--- config.mk ---
export PLATFORM = sky130hd
export DESIGN_NAME = rtc_core
export DESIGN_NICKNAME = d
export VERILOG_FILES = /design/src/verilog/rtc_pkg.sv /design/src/verilog/rtc_core.sv
export SDC_FILE = /design/constraint.sdc
export NUM_CORES = 1
export LEC_CHECK = 0
export ABC_AREA = 1
export BUFFER_PORTS_ARGS = -buffer_cell sky130_fd_sc_hd__buf_2
export CAP_MARGIN = 10
export CORE_MARGIN = 2
export CORE_UTILIZATION = 27
export CTS_CLUSTER_DIAMETER = 150
export DETAILED_ROUTE_END_ITERATION = 10
export HOLD_SLACK_MARGIN = 0.08
export PLACE_DENSITY = 0.52
export SLEW_MARGIN = 0
export SYNTH_ARGS = -nofsm -noshare
export SYNTH_HDL_FRONTEND = slang
export SYNTH_SLANG_ARGS = --single-unit
--- constraint.sdc ---
create_clock -name aclk -period 2.8 [get_ports aclk]
set_input_delay 0.28 -clock aclk [delete_from_list [all_inputs] [get_ports aclk]]
set_output_delay 0.28 -clock aclk [all_outputs]
set_load 0.01 [all_outputs]
--- src/verilog/rtc_pkg.sv ---
/*
  Package for the timekeeping core: register indices, field positions,
  reset values, prescaler constants and the packed time carrier.
  Assumes a 32-bit AXI4-Lite register bus, one aligned word per register.
*/
`default_nettype none
package rtc_pkg;

  // Register indices; byte address is four times the index
  localparam logic [2:0] RTC_IDX_SEC = 3'h0;
  localparam logic [2:0] RTC_IDX_MIN = 3'h1;
  localparam logic [2:0] RTC_IDX_HOUR = 3'h2;
  localparam logic [2:0] RTC_IDX_WDAY = 3'h3;
  localparam logic [2:0] RTC_IDX_DATE = 3'h4;
  localparam logic [2:0] RTC_IDX_MONTH = 3'h5;
  localparam logic [2:0] RTC_IDX_YEAR = 3'h6;
  localparam logic [2:0] RTC_IDX_TRIM = 3'h7;

  // Field positions
  localparam int RTC_HOUR_MODE_BIT = 7;
  localparam int RTC_HOUR_PM_BIT = 5;
  localparam int RTC_TRIM_TEST_BIT = 7;

  // Reset values of the counters and the trim register
  localparam logic [6:0] RTC_RST_SEC = 7'h00;
  localparam logic [6:0] RTC_RST_MIN = 7'h00;
  localparam logic [5:0] RTC_RST_HOUR = 6'h12;
  localparam logic [2:0] RTC_RST_WDAY = 3'h0;
  localparam logic [5:0] RTC_RST_DATE = 6'h01;
  localparam logic [4:0] RTC_RST_MONTH = 5'h01;
  localparam logic [7:0] RTC_RST_YEAR = 8'h01;
  localparam logic [7:0] RTC_RST_TRIM = 8'h00;

  // Wrap points in BCD
  localparam logic [7:0] RTC_SEC_MAX = 8'h59;
  localparam logic [7:0] RTC_MIN_MAX = 8'h59;
  localparam logic [7:0] RTC_H24_MAX = 8'h23;
  localparam logic [7:0] RTC_H12_NOON = 8'h12;
  localparam logic [7:0] RTC_H12_ELEVEN = 8'h11;
  localparam logic [2:0] RTC_WDAY_MAX = 3'h6;
  localparam logic [7:0] RTC_MONTH_MAX = 8'h12;
  localparam logic [7:0] RTC_YEAR_MAX = 8'h99;

  // Oscillator edges per second and index of the last second of the trim period
  localparam int RTC_OSC_PER_SEC = 32768;
  localparam logic [3:0] RTC_TRIM_LAST_SEC = 4'h9;

  // AXI responses
  localparam logic [1:0] RTC_RESP_OKAY = 2'h0;
  localparam logic [1:0] RTC_RESP_SLVERR = 2'h2;

  typedef logic [31:0] rtc_word_t;
  typedef logic [3:0] rtc_strb_t;
  typedef logic [1:0] rtc_resp_t;

  typedef struct packed {
    logic [6:0] sec;
    logic [6:0] min;
    logic mode24;
    logic [5:0] hour;
    logic [2:0] wday;
    logic [5:0] date;
    logic [4:0] month;
    logic [7:0] year;
  } rtc_time_s;

endpackage
`default_nettype wire

--- src/verilog/rtc_core.sv ---
/*
  Timekeeping core: BCD seconds, minutes, hours (12/24 h), weekday,
  date, month and year with leap years, plus a rate trim, all behind
  an AXI4-Lite slave. The 32.768 kHz oscillator arrives as a pin and
  is synchronised here; its untrimmed level is driven back out.
  Assumes a master that keeps to AXI4-Lite handshakes.
*/
// Our own choice: the AXI4-Lite slave port.
`timescale 1ns/1ps
`default_nettype none
module rtc_core #(
  parameter int OSC_PER_SEC = rtc_pkg::RTC_OSC_PER_SEC
) (
  // Clock, reset, enable
  input wire logic aclk,
  input wire logic aresetn,
  input wire logic ce,
  // Oscillator pin and its untrimmed copy
  input wire logic osc_pin,
  output logic clock_output_pin,
  // AXI4-Lite write address
  input wire logic awvalid,
  output logic awready,
  input wire rtc_pkg::rtc_word_t awaddr,
  input wire logic [2:0] awprot,
  // AXI4-Lite write data
  input wire logic wvalid,
  output logic wready,
  input wire rtc_pkg::rtc_word_t wdata,
  input wire rtc_pkg::rtc_strb_t wstrb,
  // AXI4-Lite write response
  output logic bvalid,
  input wire logic bready,
  output rtc_pkg::rtc_resp_t bresp,
  // AXI4-Lite read address
  input wire logic arvalid,
  output logic arready,
  input wire rtc_pkg::rtc_word_t araddr,
  input wire logic [2:0] arprot,
  // AXI4-Lite read data
  output logic rvalid,
  input wire logic rready,
  output rtc_pkg::rtc_word_t rdata,
  output rtc_pkg::rtc_resp_t rresp
);
  import rtc_pkg::*;

  // BCD increment of one packed byte
  function automatic logic [7:0] bcd_inc(input logic [7:0] v);
    if (v[3:0] == 4'h9) begin
      return {v[7:4] + 4'h1, 4'h0};
    end
    return {v[7:4], v[3:0] + 4'h1};
  endfunction

  // Leap test on a BCD year: tens parity decides which units divide
  function automatic logic bcd_leap(input logic [7:0] y);
    if (y[4]) begin
      return (y[3:0] == 4'h2) || (y[3:0] == 4'h6);
    end
    return (y[3:0] == 4'h0) || (y[3:0] == 4'h4) || (y[3:0] == 4'h8);
  endfunction

  // Last date of the month in BCD
  function automatic logic [7:0] last_date(input logic [4:0] mo, input logic [7:0] y);
    unique case (mo)
      5'h02: last_date = bcd_leap(y) ? 8'h29 : 8'h28;
      5'h04, 5'h06, 5'h09, 5'h11: last_date = 8'h30;
      default: last_date = 8'h31;
    endcase
  endfunction

  ////////////////////////////////////////////////////////////////////
  // Oscillator synchroniser

  logic osc_s1, osc_s2, osc_s3, osc_rise;
  // Three stages; the first one feeds only the second
  always_ff @(posedge aclk) begin
    if (!aresetn) begin
      osc_s1 <= 1'b0;
      osc_s2 <= 1'b0;
      osc_s3 <= 1'b0;
    end else if (ce) begin
      osc_s1 <= osc_pin;
      osc_s2 <= osc_s1;
      osc_s3 <= osc_s2;
    end
  end

  // Accepted level moves only when stages two and three agree
  always_ff @(posedge aclk) begin
    if (!aresetn) begin
      clock_output_pin <= 1'b0;
    end else if (ce && osc_s2 == osc_s3) begin
      clock_output_pin <= osc_s3;
    end
  end

  assign osc_rise = ce && (osc_s2 == osc_s3) && osc_s3 && !clock_output_pin;

  ////////////////////////////////////////////////////////////////////
  // Register bus slave

  logic aw_held, w_held, w_lane0, do_wr, wr_ok, rd_ok;
  logic [31:0] aw_addr;
  logic [7:0] w_byte, rd_val, trim, wr_sel;
  logic [2:0] wr_idx;
  rtc_time_s t, next_t;
  assign do_wr = aw_held && w_held && !bvalid;
  assign wr_ok = (aw_addr[31:5] == 27'h0) && (aw_addr[1:0] == 2'h0);
  assign wr_idx = aw_addr[4:2];
  assign rd_ok = (araddr[31:5] == 27'h0) && (araddr[1:0] == 2'h0);

  // Address and data taken in either order, response after both
  always_ff @(posedge aclk) begin
    if (!aresetn) begin
      awready <= 1'b1;
      wready <= 1'b1;
      aw_held <= 1'b0;
      w_held <= 1'b0;
      aw_addr <= 32'h0;
      w_byte <= 8'h00;
      w_lane0 <= 1'b0;
      bvalid <= 1'b0;
      bresp <= RTC_RESP_OKAY;
    end else if (ce) begin
      if (awvalid && awready) begin
        aw_addr <= awaddr;
        aw_held <= 1'b1;
        awready <= 1'b0;
      end
      if (wvalid && wready) begin
        w_byte <= wdata[7:0];
        w_lane0 <= wstrb[0];
        w_held <= 1'b1;
        wready <= 1'b0;
      end
      if (do_wr) begin
        aw_held <= 1'b0;
        w_held <= 1'b0;
        bvalid <= 1'b1;
        bresp <= wr_ok ? RTC_RESP_OKAY : RTC_RESP_SLVERR;
      end
      if (bvalid && bready) begin
        bvalid <= 1'b0;
        awready <= 1'b1;
        wready <= 1'b1;
      end
    end
  end

  // Read view; unused upper bits read as zero
  always_comb begin
    rd_val = 8'h00;
    unique case (araddr[4:2])
      RTC_IDX_SEC: rd_val = {1'b0, t.sec};
      RTC_IDX_MIN: rd_val = {1'b0, t.min};
      RTC_IDX_HOUR: rd_val = {t.mode24, 1'b0, t.hour};
      RTC_IDX_WDAY: rd_val = {5'h00, t.wday};
      RTC_IDX_DATE: rd_val = {2'h0, t.date};
      RTC_IDX_MONTH: rd_val = {3'h0, t.month};
      RTC_IDX_YEAR: rd_val = t.year;
      RTC_IDX_TRIM: rd_val = trim;
    endcase
  end

  // One read at a time, answered the cycle after the address
  always_ff @(posedge aclk) begin
    if (!aresetn) begin
      arready <= 1'b1;
      rvalid <= 1'b0;
      rdata <= 32'h0;
      rresp <= RTC_RESP_OKAY;
    end else if (ce) begin
      if (arvalid && arready) begin
        arready <= 1'b0;
        rvalid <= 1'b1;
        rdata <= rd_ok ? {24'h0, rd_val} : 32'h0;
        rresp <= rd_ok ? RTC_RESP_OKAY : RTC_RESP_SLVERR;
      end
      if (rvalid && rready) begin
        rvalid <= 1'b0;
        arready <= 1'b1;
      end
    end
  end

  // Per-register write strobe, byte lane 0 only
  always_comb begin
    wr_sel = 8'h00;
    if (do_wr && wr_ok && w_lane0) begin
      wr_sel[wr_idx] = 1'b1;
    end
  end

  ////////////////////////////////////////////////////////////////////
  // Prescaler with rate trim

  logic [16:0] pre, sec_len;
  logic [3:0] decade;
  logic sec_tick;
  // Positive trim shortens every tenth second: one edge is 3.05 ppm
  assign sec_len = 17'(OSC_PER_SEC) - ((decade == RTC_TRIM_LAST_SEC) ?
                   {{10{trim[6]}}, trim[6:0]} : 17'h0);
  assign sec_tick = osc_rise && (pre == sec_len - 17'h1);

  // Seconds write restarts the second and the trim period
  always_ff @(posedge aclk) begin
    if (!aresetn) begin
      pre <= 17'h0;
      decade <= 4'h0;
    end else if (ce) begin
      if (wr_sel[RTC_IDX_SEC]) begin
        pre <= 17'h0;
        decade <= 4'h0;
      end else if (sec_tick) begin
        pre <= 17'h0;
        decade <= (decade == RTC_TRIM_LAST_SEC) ? 4'h0 : decade + 4'h1;
      end else if (osc_rise) begin
        pre <= pre + 17'h1;
      end
    end
  end

  // Trim register; bit 7 is stored but steers nothing
  always_ff @(posedge aclk) begin
    if (!aresetn) begin
      trim <= RTC_RST_TRIM;
    end else if (ce && wr_sel[RTC_IDX_TRIM]) begin
      trim <= w_byte;
    end
  end

  ////////////////////////////////////////////////////////////////////
  // Carry chain

  logic c_min, c_hour, c_day, c_month, c_year;
  logic [7:0] h12;
  // Seconds, minutes, 24 h hours, date and month wraps each feed one increment into the next unit; 12 h hours carry from 11 PM
  always_comb begin
    next_t = t;
    c_min = 1'b0;
    c_hour = 1'b0;
    c_day = 1'b0;
    c_month = 1'b0;
    c_year = 1'b0;
    h12 = {3'h0, t.hour[4:0]};
    if (sec_tick) begin
      if ({1'b0, t.sec} == RTC_SEC_MAX) begin
        next_t.sec = 7'h00;
        c_min = 1'b1;
      end else begin
        next_t.sec = 7'(bcd_inc({1'b0, t.sec}));
      end
    end
    if (c_min) begin
      if ({1'b0, t.min} == RTC_MIN_MAX) begin
        next_t.min = 7'h00;
        c_hour = 1'b1;
      end else begin
        next_t.min = 7'(bcd_inc({1'b0, t.min}));
      end
    end
    if (c_hour) begin
      if (t.mode24) begin
        if ({2'h0, t.hour} == RTC_H24_MAX) begin
          next_t.hour = 6'h00;
          c_day = 1'b1;
        end else begin
          next_t.hour = 6'(bcd_inc({2'h0, t.hour}));
        end
      end else if (h12 == RTC_H12_NOON) begin
        next_t.hour = {t.hour[RTC_HOUR_PM_BIT], 5'h01};
      end else if (h12 == RTC_H12_ELEVEN) begin
        next_t.hour = {!t.hour[RTC_HOUR_PM_BIT], 5'h12};
        c_day = t.hour[RTC_HOUR_PM_BIT];
      end else begin
        next_t.hour = {t.hour[RTC_HOUR_PM_BIT], 5'(bcd_inc(h12))};
      end
    end
    if (c_day) begin
      next_t.wday = (t.wday == RTC_WDAY_MAX) ? 3'h0 : t.wday + 3'h1;
      if ({2'h0, t.date} == last_date(t.month, t.year)) begin
        next_t.date = 6'h01;
        c_month = 1'b1;
      end else begin
        next_t.date = 6'(bcd_inc({2'h0, t.date}));
      end
    end
    if (c_month) begin
      if ({3'h0, t.month} == RTC_MONTH_MAX) begin
        next_t.month = 5'h01;
        c_year = 1'b1;
      end else begin
        next_t.month = 5'(bcd_inc({3'h0, t.month}));
      end
    end
    if (c_year) begin
      next_t.year = (t.year == RTC_YEAR_MAX) ? 8'h00 : bcd_inc(t.year);
    end
  end

  ////////////////////////////////////////////////////////////////////
  // Time state

  // Host write of a field wins over a carry landing on it
  always_ff @(posedge aclk) begin
    if (!aresetn) begin
      t.sec <= RTC_RST_SEC;
      t.min <= RTC_RST_MIN;
      t.mode24 <= 1'b0;
      t.hour <= RTC_RST_HOUR;
      t.wday <= RTC_RST_WDAY;
      t.date <= RTC_RST_DATE;
      t.month <= RTC_RST_MONTH;
      t.year <= RTC_RST_YEAR;
    end else if (ce) begin
      t <= next_t;
      if (wr_sel[RTC_IDX_SEC]) begin
        t.sec <= w_byte[6:0];
      end
      if (wr_sel[RTC_IDX_MIN]) begin
        t.min <= w_byte[6:0];
      end
      if (wr_sel[RTC_IDX_HOUR]) begin
        t.mode24 <= w_byte[RTC_HOUR_MODE_BIT];
        t.hour <= w_byte[5:0];
      end
      if (wr_sel[RTC_IDX_WDAY]) begin
        t.wday <= w_byte[2:0];
      end
      if (wr_sel[RTC_IDX_DATE]) begin
        t.date <= w_byte[5:0];
      end
      if (wr_sel[RTC_IDX_MONTH]) begin
        t.month <= w_byte[4:0];
      end
      if (wr_sel[RTC_IDX_YEAR]) begin
        t.year <= w_byte;
      end
    end
  end

endmodule
`default_nettype wire

# ---- Word-level counts from Yosys, hierarchy flattened
# Cells that the tools add are included.
dict set report word_totals {
  register_bits 160
  latchBits 0
  mem_bits_rw 0
  rom_bits 0
  inputBits 115
  output_inout_bits 42
  wordCells 278
  n_memories 0
}
dict set report classes {
  add_sub_neg 18
  multipliers 0
  div_mod_pow 0
  order_cmp 2
  n_eq_ne 36
  n_shift 0
  muxes 110
  n_bitwise 0
  reduce_logical 77
}
# op count
set ops {}
lappend ops {{6-bit two-way mux} 12}
lappend ops {{7-bit two-way mux} 10}
lappend ops {{17-bit two-way mux} 4}
lappend ops {{8-bit two-way mux} 8}
lappend ops {{8-bit one-hot mux with 8 select lines} 1}
lappend ops {{1-bit two-way mux} 58}
lappend ops {{27-bit logical NOT} 2}
lappend ops {{2-bit AND reduction} 19}
lappend ops {{5-bit two-way mux} 7}
lappend ops {{4-bit by 1-bit adder with 4-bit output, second input constant} 8}
lappend ops {{4-bit equality test, second input constant} 8}
lappend ops {{2-bit nonzero test} 13}
lappend ops {{3-bit nonzero test} 7}
lappend ops {{5-bit equality test, second input constant} 4}
lappend ops {{17-bit by 1-bit adder with 17-bit output, second input constant} 1}
lappend ops {{17-bit equality test} 1}
lappend ops {{1-bit logical AND} 17}
lappend ops {{16-bit by 17-bit subtractor with 17-bit output, first input constant} 1}
lappend ops {{17-bit by 1-bit subtractor with 17-bit output, second input constant} 1}
lappend ops {{3-bit equality test, second input constant} 5}
lappend ops {{3-bit AND reduction} 5}
lappend ops {{7-bit equality test, second input constant} 2}
lappend ops {{4-bit two-way mux} 3}
lappend ops {{5-bit by 3-bit equality test with 1-bit output, second input constant} 2}
lappend ops {{31 further kinds} 44}

# ---- Depth between registers and ports, before layout
# Gate-level depths: netlist of the first run.
dict set report logic_depth {
  depth_word 25
  depth_mapped 19
  ltp_nobuf 19
}

# ---- Worst setup path before layout of the first run
# OpenSTA, ideal clock, no wires.
dict set report synth_path {
  path_type {flip-flop to flip-flop}
  from {register decade[0]}
  to {register t[17] in the netlist's numbering}
  setup_ns 0.116
  t_arrival_ns 1.901
  t_required_ns 2.684
  setup_slack_ns 0.783
  path_stages_with_launch 17
  n_path_buf 0
  period_less_slack_ns 2.017
  path_cell_list {dfxtp_1 ha_1 nand2_2 nor2_4 nand2_2 nand2_2 inv_2 nor2_1 nand2_1 nor2_2 nand4_2 nor2_4 inv_1 nand2_1 nand3_1 o21ai_0 nor2_1}
}
dict set report synth_between {
  elab_chain_cells 11
}
# item line_no
set synth_lines {}
lappend synth_lines {{start: declaration} rtc_core.sv:200} ;# logic [3:0] decade;
lappend synth_lines {{start signal: assignment} rtc_core.sv:218} ;# decade <= (decade == RTC_TRIM_LAST_SEC) ? 4'h0 : decade + 4'h1;
lappend synth_lines {{4-bit equality test} rtc_core.sv:203} ;# assign sec_len = 17'(OSC_PER_SEC) - ((decade == RTC_TRIM_LAST_SEC) ?
lappend synth_lines {{17-bit two-way mux} rtc_core.sv:203}
lappend synth_lines {{16-bit by 17-bit subtractor with 17-bit output} rtc_core.sv:203}
lappend synth_lines {{17-bit by 1-bit subtractor with 17-bit output} rtc_core.sv:205} ;# assign sec_tick = osc_rise && (pre == sec_len - 17'h1);
lappend synth_lines {{17-bit equality test} rtc_core.sv:205}
lappend synth_lines {{1-bit logical AND} rtc_core.sv:205}
lappend synth_lines {{1-bit two-way mux} rtc_core.sv:248} ;# if (sec_tick) begin
lappend synth_lines {{1-bit two-way mux} rtc_core.sv:256} ;# if (c_min) begin
lappend synth_lines {{1-bit two-way mux} rtc_core.sv:264} ;# if (c_hour) begin
lappend synth_lines {{2-bit nonzero test (no source line)} n/a}
lappend synth_lines {{3-bit AND reduction (no source line)} n/a}
lappend synth_lines {{end signal: assignment} rtc_core.sv:318} ;# t <= next_t;
lappend synth_lines {{end: declaration} rtc_core.sv:108} ;# rtc_time_s t, next_t;
# Every way passes these cells.
# A chain may end at the register's enable or synchronous reset.

# ---- Final worst setup path of the first run
# Same ends and word-level chain as after synthesis.

==> impl_metrics.yaml, run 1 <==
status:
  status: "complete, no violations"
power:
  leakagePower_nw: 3.904
  peakVddDrop_mv: 0.3542
  power.density_nw_per_um2: 517.9
  total_power_w: 0.004695
logic_synthesis:
  synth_top_family_by_area: "simple AND/OR/NAND/NOR gates"
  postSynthAreaPerCell_um2: 6.801
  syn-instance-count: 1119
  netlist_area_um2: 7610
  yosys.area_share.adder: 0.02631
  synth-main-ff-cell: "dfxtp_1"
  ys_warn_count: 0
  synth_compound_area_frac: 0.2045
  synth_edf_count: 0
  synth.largest_area_cell: "dfxtp_1"
  synthMuxAreaShare: 0
  ys_async_sr_fraction: 0
  synth_area_leaders: "dfxtp_1, o21ai_0, nand2_1"
  synthSimpleGateAreaFrac: 0.2622
  synth_xor_area_frac: 0.02532
  seq_area_frac_synth: 0.3525
  ys_types: 53
  synth_top_area_frac: 0.3525
  ys_ff_latch: 134
clock_network:
  cts_buffers: 17
  cts.sinks: 134
  clk_path_buf_depth: 2
  cts_tree: "done"
  clock_latency_ns: 0.44
  path_clk_slew_ns: 0.06
  post_cts_resize_count: 0
  hold_buffers: 0
  htreeDepth: 4
  root_buffer: "clkbuf_16"
  cts_setup_buffers: 0
detailed_routing:
  wl_per_cell_um: 14.34
  vias_per_cell: 4.710
  vias: 7574
  route.detailed.drc: 0
  drtIter0Drc: 497
  drt-total-wl_um: 23060
  antenna_left: 0
  dr.pass1.iters: 5
sta:
  finalSetupViolations: 0
  post-route-period-util: 0.8867
  rsz0062_at_grt: "false"
  tns_ns: 0
  max_freq_mhz: 402.8
  worstMarginPinSlew_ns: 0.8972
  drv_slew: 0
  skew_ns: 0.01415
  slew_headroom: 0.4012
  report.final.hold_viol_count: 0
  fin_crit_ns: 2.483
global_route:
  grt_usage: 0.1583
  grt_pass1_vias: 6758
  antenna_found_initial: 0
  grt_overflow: 0
  grt_max_degree: 67
  grt_pass1_wl_um: 36230
floorplanning:
  die_y_um: 171.9
  initial_utilization: 0.2739
  io_pins: 157
  dieArea_um2: 29540
  rows: 61
  dieWidth_um: 171.9
  core_um2: 27780
setup_path:
  reg2reg_depth: 14
  r2r_start: "decade[0]"
  path_class: "flop to flop"
  cp.required_ns: 3.12
  end_kind: "flop"
  cp_max_fo: 8
  crit_arrival_ns: 2.80
  start_kind: "flop"
  rr_endpoint: "t[17]"
  critPathCapture: "t[17]"
  r2r_slack_ns: 0.32
  startpoint: "decade[0]"
job:
  drv_cap: 0
layout:
  drive_above_1_share: 0.1455
  area_growth_syn_to_layout_pct: 19.12
  antennaDiodeCount: 0
  nNetsFinal: 1348
place:
  dp_hpwl_um: 17330
  portBuffers: 97
  gp_congestion: 0.9010
worst_hold_path:
  hp-class: "primary input to flop"
-- metrics by stage --
step	area (um^2)	setup WS, ns	hold WS, ns	util	cells
global route	9065	0.02198	0.1003	0.3263	1608
CTS	9062	0.2796	0.08136	0.3262	1608
detailed placement	8454	0.3065	0.4446	0.3043	1576
global placement	8454	0.3245	0.4412	0.3043	1576
finish	9065	0.3171	0.09142	0.3263	1608
floorplan	7704	0.7833	0.4149	-	1144
-- state kept, by name (all words and copies together) (netlist names), 4 cells and up --
name     cells
rdata        8
decade       4
trim         8
h12          5
t           37
pre         17
aw_addr     32
w_byte       8
-- report_power, final --
group | leakage, nW | switching, W | total [W] | internal [W]
sequential | 1.09 | 0.0000270 | 0.00199 | 0.00196
combinational | 2.51 | 0.000226 | 0.000340 | 0.000114
clock | 0.302 | 0.00101 | 0.00237 | 0.00136
total | 3.90 | 0.00127 | 0.00469 | 0.00343
-- worst min path at each step --
stage / from / endpoint / slack, ns / cells past startpoint
2_1_floorplan: osc_pin / osc_s1 / 0.41 / 2
4_1_cts: osc_pin / osc_s1 / 0.08 / 3
3_5_place_dp: aw_addr[17] / aw_addr[17] / 0.44 / 2
3_3_place_gp: aw_addr[24] / aw_addr[24] / 0.44 / 2
5_1_grt: osc_pin / osc_s1 / 0.10 / 3
6_report: osc_pin / osc_s1 / 0.09 / 3
-- final cells by class --
cell class,count,area (um^2)
inverter,168,635.6
sequential,134,2683
clock inverter,15,182.7
multi-input combinational,785,4050
timing repair buffer,111,615.6
tap,378,473.0
fill,3082,18720
clock buffer,17,425.4
-- kinds of logic after synthesis --
kind of cell | count (synthesis)
compound gates | 279
xor+xnor | 22
fa+ha+maj | 16
buf+inv | 225
flops | 134
other cells | 1
simple gates | 442
-- metal layers --
layer  global-route usage  vias to the layer above  routed length, um  share of wire
met2               0.2507                      213              10180           0.44
li1                     -                     3883                  -              -
met5                    0                        -                  0              0
met4              0.04713                        0                348          0.015
met3              0.02564                       27               1130          0.049
met1               0.2210                     3451              11410           0.49
-- cells in the mapped netlist, types with 17 or more instances --
cell / number
nor3_1: 24
buf_4: 27
o22ai_1: 17
clkbuf_1: 21
dfxtp_1: 134
inv_1: 159
nand3_1: 77
nor2_1: 124
a21oi_1: 87
o21ai_0: 128
nand4_1: 18
nand2_1: 160
xor2_1: 18
-- layout by cell type, fill, tap and decap left out, drive strengths merged, types with 3 or more instances in the layout --
master and n:
inv 176, nand2 172, dfxtp 134, o21ai 131, nor2 130, buf 111
a21oi 87, nand3 79, conb 26, nor3 26, nand4 19, xor2 18
o22ai 17, clkbuf 17, ha 16, o221ai 10, nor4 8, a211oi 8
a22oi 5, o211ai 5, clkinv 5, xnor2 4, or2 4, o211a 3
-- worst max-delay path, stage by stage, from the launching register on --
cell and delay [ns]:
dfxtp_1 0.40, ha_1 0.26, nand2_2 0.09, nor2_4 0.20
nand3_1 0.13, nand2_1 0.09, nand2_1 0.05, nor2_2 0.17
nand4_2 0.19, nor2_4 0.17, inv_1 0.10, nand2_1 0.10
nand3_1 0.16, o21ai_0 0.21, nor2_1 0.06
No activity file was read; power rests on OpenSTA's default activity.
==> inputs of run 2 (changes only) <==
--- a/config.mk
+++ b/config.mk
@@ -14,6 +14,7 @@
 export DETAILED_ROUTE_END_ITERATION = 10
 export HOLD_SLACK_MARGIN = 0.08
 export PLACE_DENSITY = 0.52
+export REMOVE_ABC_BUFFERS = 1
 export SLEW_MARGIN = 0
 export SYNTH_ARGS = -nofsm -noshare
 export SYNTH_HDL_FRONTEND = slang
==> run 2 against run 1 <==
Against the previous run:
- non-clock buffer count is the same
- die area is the same
- cell count is the same
- register-to-register slack gained 0.02 ns
- routed wire length shrank 0.53%
- worst hold slack gained 0.039 ns
- utilization is essentially flat
- combinational power shrank 2%
- global-route usage is essentially flat
- sequential cell count is the same
- clock skew shrank 0.0038 ns
- highest routed layer is now met5
==> impl_metrics.yaml, run 2 (synthesis gave the netlist of run 1 again) <==
place:
  portBuffers: 97
  dp_hpwl_um: 17210
  gp_congestion: 0.8797
global_route:
  use_met3: 0.03868
  gr-usage-met2: 0.2479
  grt_overflow: 0
  grt_pass1_wl_um: 36400
  grt_usage: 0.1581
  grt_max_degree: 70
  use_met1: 0.2155
  antenna_found_initial: 3
  grt-busiest-layer: "met2"
  grt_pass1_vias: 6868
sta:
  post-route-period-util: 0.8796
  worst_hold_slack_ns: 0.1301
  skew_ns: 0.01031
  finalSetupViolations: 0
  drv_slew: 0
  report.final.hold_viol_count: 0
  max_freq_mhz: 406.0
  rsz0062_at_grt: "false"
  tns_ns: 0
  worstMarginPinSlew_ns: 0.8537
  slew_headroom: 0.4302
  fin_crit_ns: 2.463
layout:
  largest_reg_flops: 37
  area_growth_syn_to_layout_pct: 18.96
  regMostFlops: "t"
  utilization: 0.3258
  drive_above_1_share: 0.1423
  most-common-layout-cells: "nand2_1, inv_1, dfxtp_1"
  nNetsFinal: 1348
  antennaDiodeCount: 0
  reg_top3: "t: 37 flops, aw_addr: 32 flops, pre: 17 flops"
  final_common_cell: "nand2_1"
  num-fill-cells: 3064
clock_network:
  htreeDepth: 4
  cts.sinks: 134
  root_buffer: "clkbuf_16"
  cts_tree: "done"
  cts_buffers: 17
  cts_setup_buffers: 0
  clock_latency_ns: 0.43
  path_clk_slew_ns: 0.06
  clk_path_buf_depth: 2
  hold_buffers: 1
  post_cts_resize_count: 0
detailed_routing:
  drt-total-wl_um: 22940
  dr.pass1.iters: 5
  route.detailed.drc: 0
  antenna_left: 0
  vias_per_cell: 4.678
  drtIter0Drc: 491
  wl_per_cell_um: 14.27
  vias: 7523
floorplanning:
  rows: 61
  die_y_um: 171.9
  core_um2: 27780
  dieArea_um2: 29540
  initial_utilization: 0.2739
  dieWidth_um: 171.9
  io_pins: 157
setup_path:
  worst-path-buf-inv: 5
  end_kind: "flop"
  cp.required_ns: 3.12
  cpPeakStageDelay_ns: 0.39
  start_kind: "flop"
  cp_max_fo: 10
  crit_family: "simple AND/OR/NAND/NOR gates"
  path_cells: "ha_1 > nand3_1 > nor2_1 > inv_1 > nand2_1 > inv_1 > nor2_2 > nand2_1 > nand2_2 > inv_4 > nor2_8 > inv_4 > nand2_2 > inv_1 > nand2_1 > nor2_1"
  path_class: "flop to flop"
  slowest_stage: "dfxtp_1"
  crit_arrival_ns: 2.78
status:
  status: "complete, no violations"
power:
  peakVddDrop_mv: 0.2255
  p_comb_frac: 0.071
  netSwitchingFraction: 0.2445
  power.internal_w: 0.003524
  leakagePower_nw: 3.892
  power_frac_clock: 0.503
  pwr-share-seq: 0.426
  total_power_w: 0.004664
  switchingPower_w: 0.001140
  power.density_nw_per_um2: 515.2
job:
  drv_cap: 0
worst_hold_path:
  hp-class: "primary input to flop"
-- run 2: cell count changes in the layout (fill, tap and decap cells not counted), sizes merged --
cell / change
dlygate4sd3: +1
buf: -1
bufinv: +1
clkinvlp: +1
inv: -7
clkinv: +1
clkbuf: +4
-- run 2: path summary, 6_finish.rpt --
| path | start | end | slack (ns) | depth (start not counted) |
|---|---|---|---|---|
| setup reg to reg | decade[0] | pre[7] | 0.34 | 16 |
| hold / removal | awaddr[29] | aw_addr[29] | 0.13 | 3 |
| setup / recovery | decade[0] | pre[7] | 0.34 | 16 |
| hold reg to reg | aw_addr[23] | aw_addr[23] | 0.45 | 2 |
-- run 2: layout make-up --
class | count | area, um^2 | area share
sequential | 134 | 2683 | 0.2963
clock inverter | 11 | 147.6 | 0.01631
tap | 378 | 473.0 | 0.05225
inverter | 168 | 635.6 | 0.07021
timing repair buffer | 111 | 605.6 | 0.06690
multi-input combinational | 785 | 4048 | 0.4471
clock buffer | 21 | 460.4 | 0.05086
-- run 2: worst min-delay path, stage by stage --
cell and delay (ns):
buf_2 0.07, o21ai_0 0.07, a21oi_1 0.10
-- run 2: through the flow --
| step | setup WS [ns] | cell area (um^2) | cells |
|---|---|---|---|
| 2_1_floorplan | 0.7710 | 7361 | 1087 |
| 6_report | 0.3371 | 9052 | 1608 |
| 3_5_place_dp | 0.3529 | 8434 | 1575 |
| 5_1_grt | 0.08576 | 9052 | 1608 |
| 3_3_place_gp | 0.3826 | 8434 | 1575 |
| 4_1_cts | 0.3285 | 9052 | 1608 |
-- run 2: routing by layer --
metal	share of wire	wire (um)
met1	0.48	10970
met2	0.43	9921
met3	0.076	1750
met4	0.012	286
met5	0.00061	14
-- run 2: power by group through the flow --
stage / Clock [W] / Sequential (W) / Combinational, W
floorplan: 0 / 0.00202 / 0.000165
global placement: 0 / 0.00203 / 0.000331
detailed placement: 0 / 0.00203 / 0.000334
CTS: 0.00240 / 0.00199 / 0.000337
global route: 0.00248 / 0.00199 / 0.000380
finish: 0.00234 / 0.00199 / 0.000333
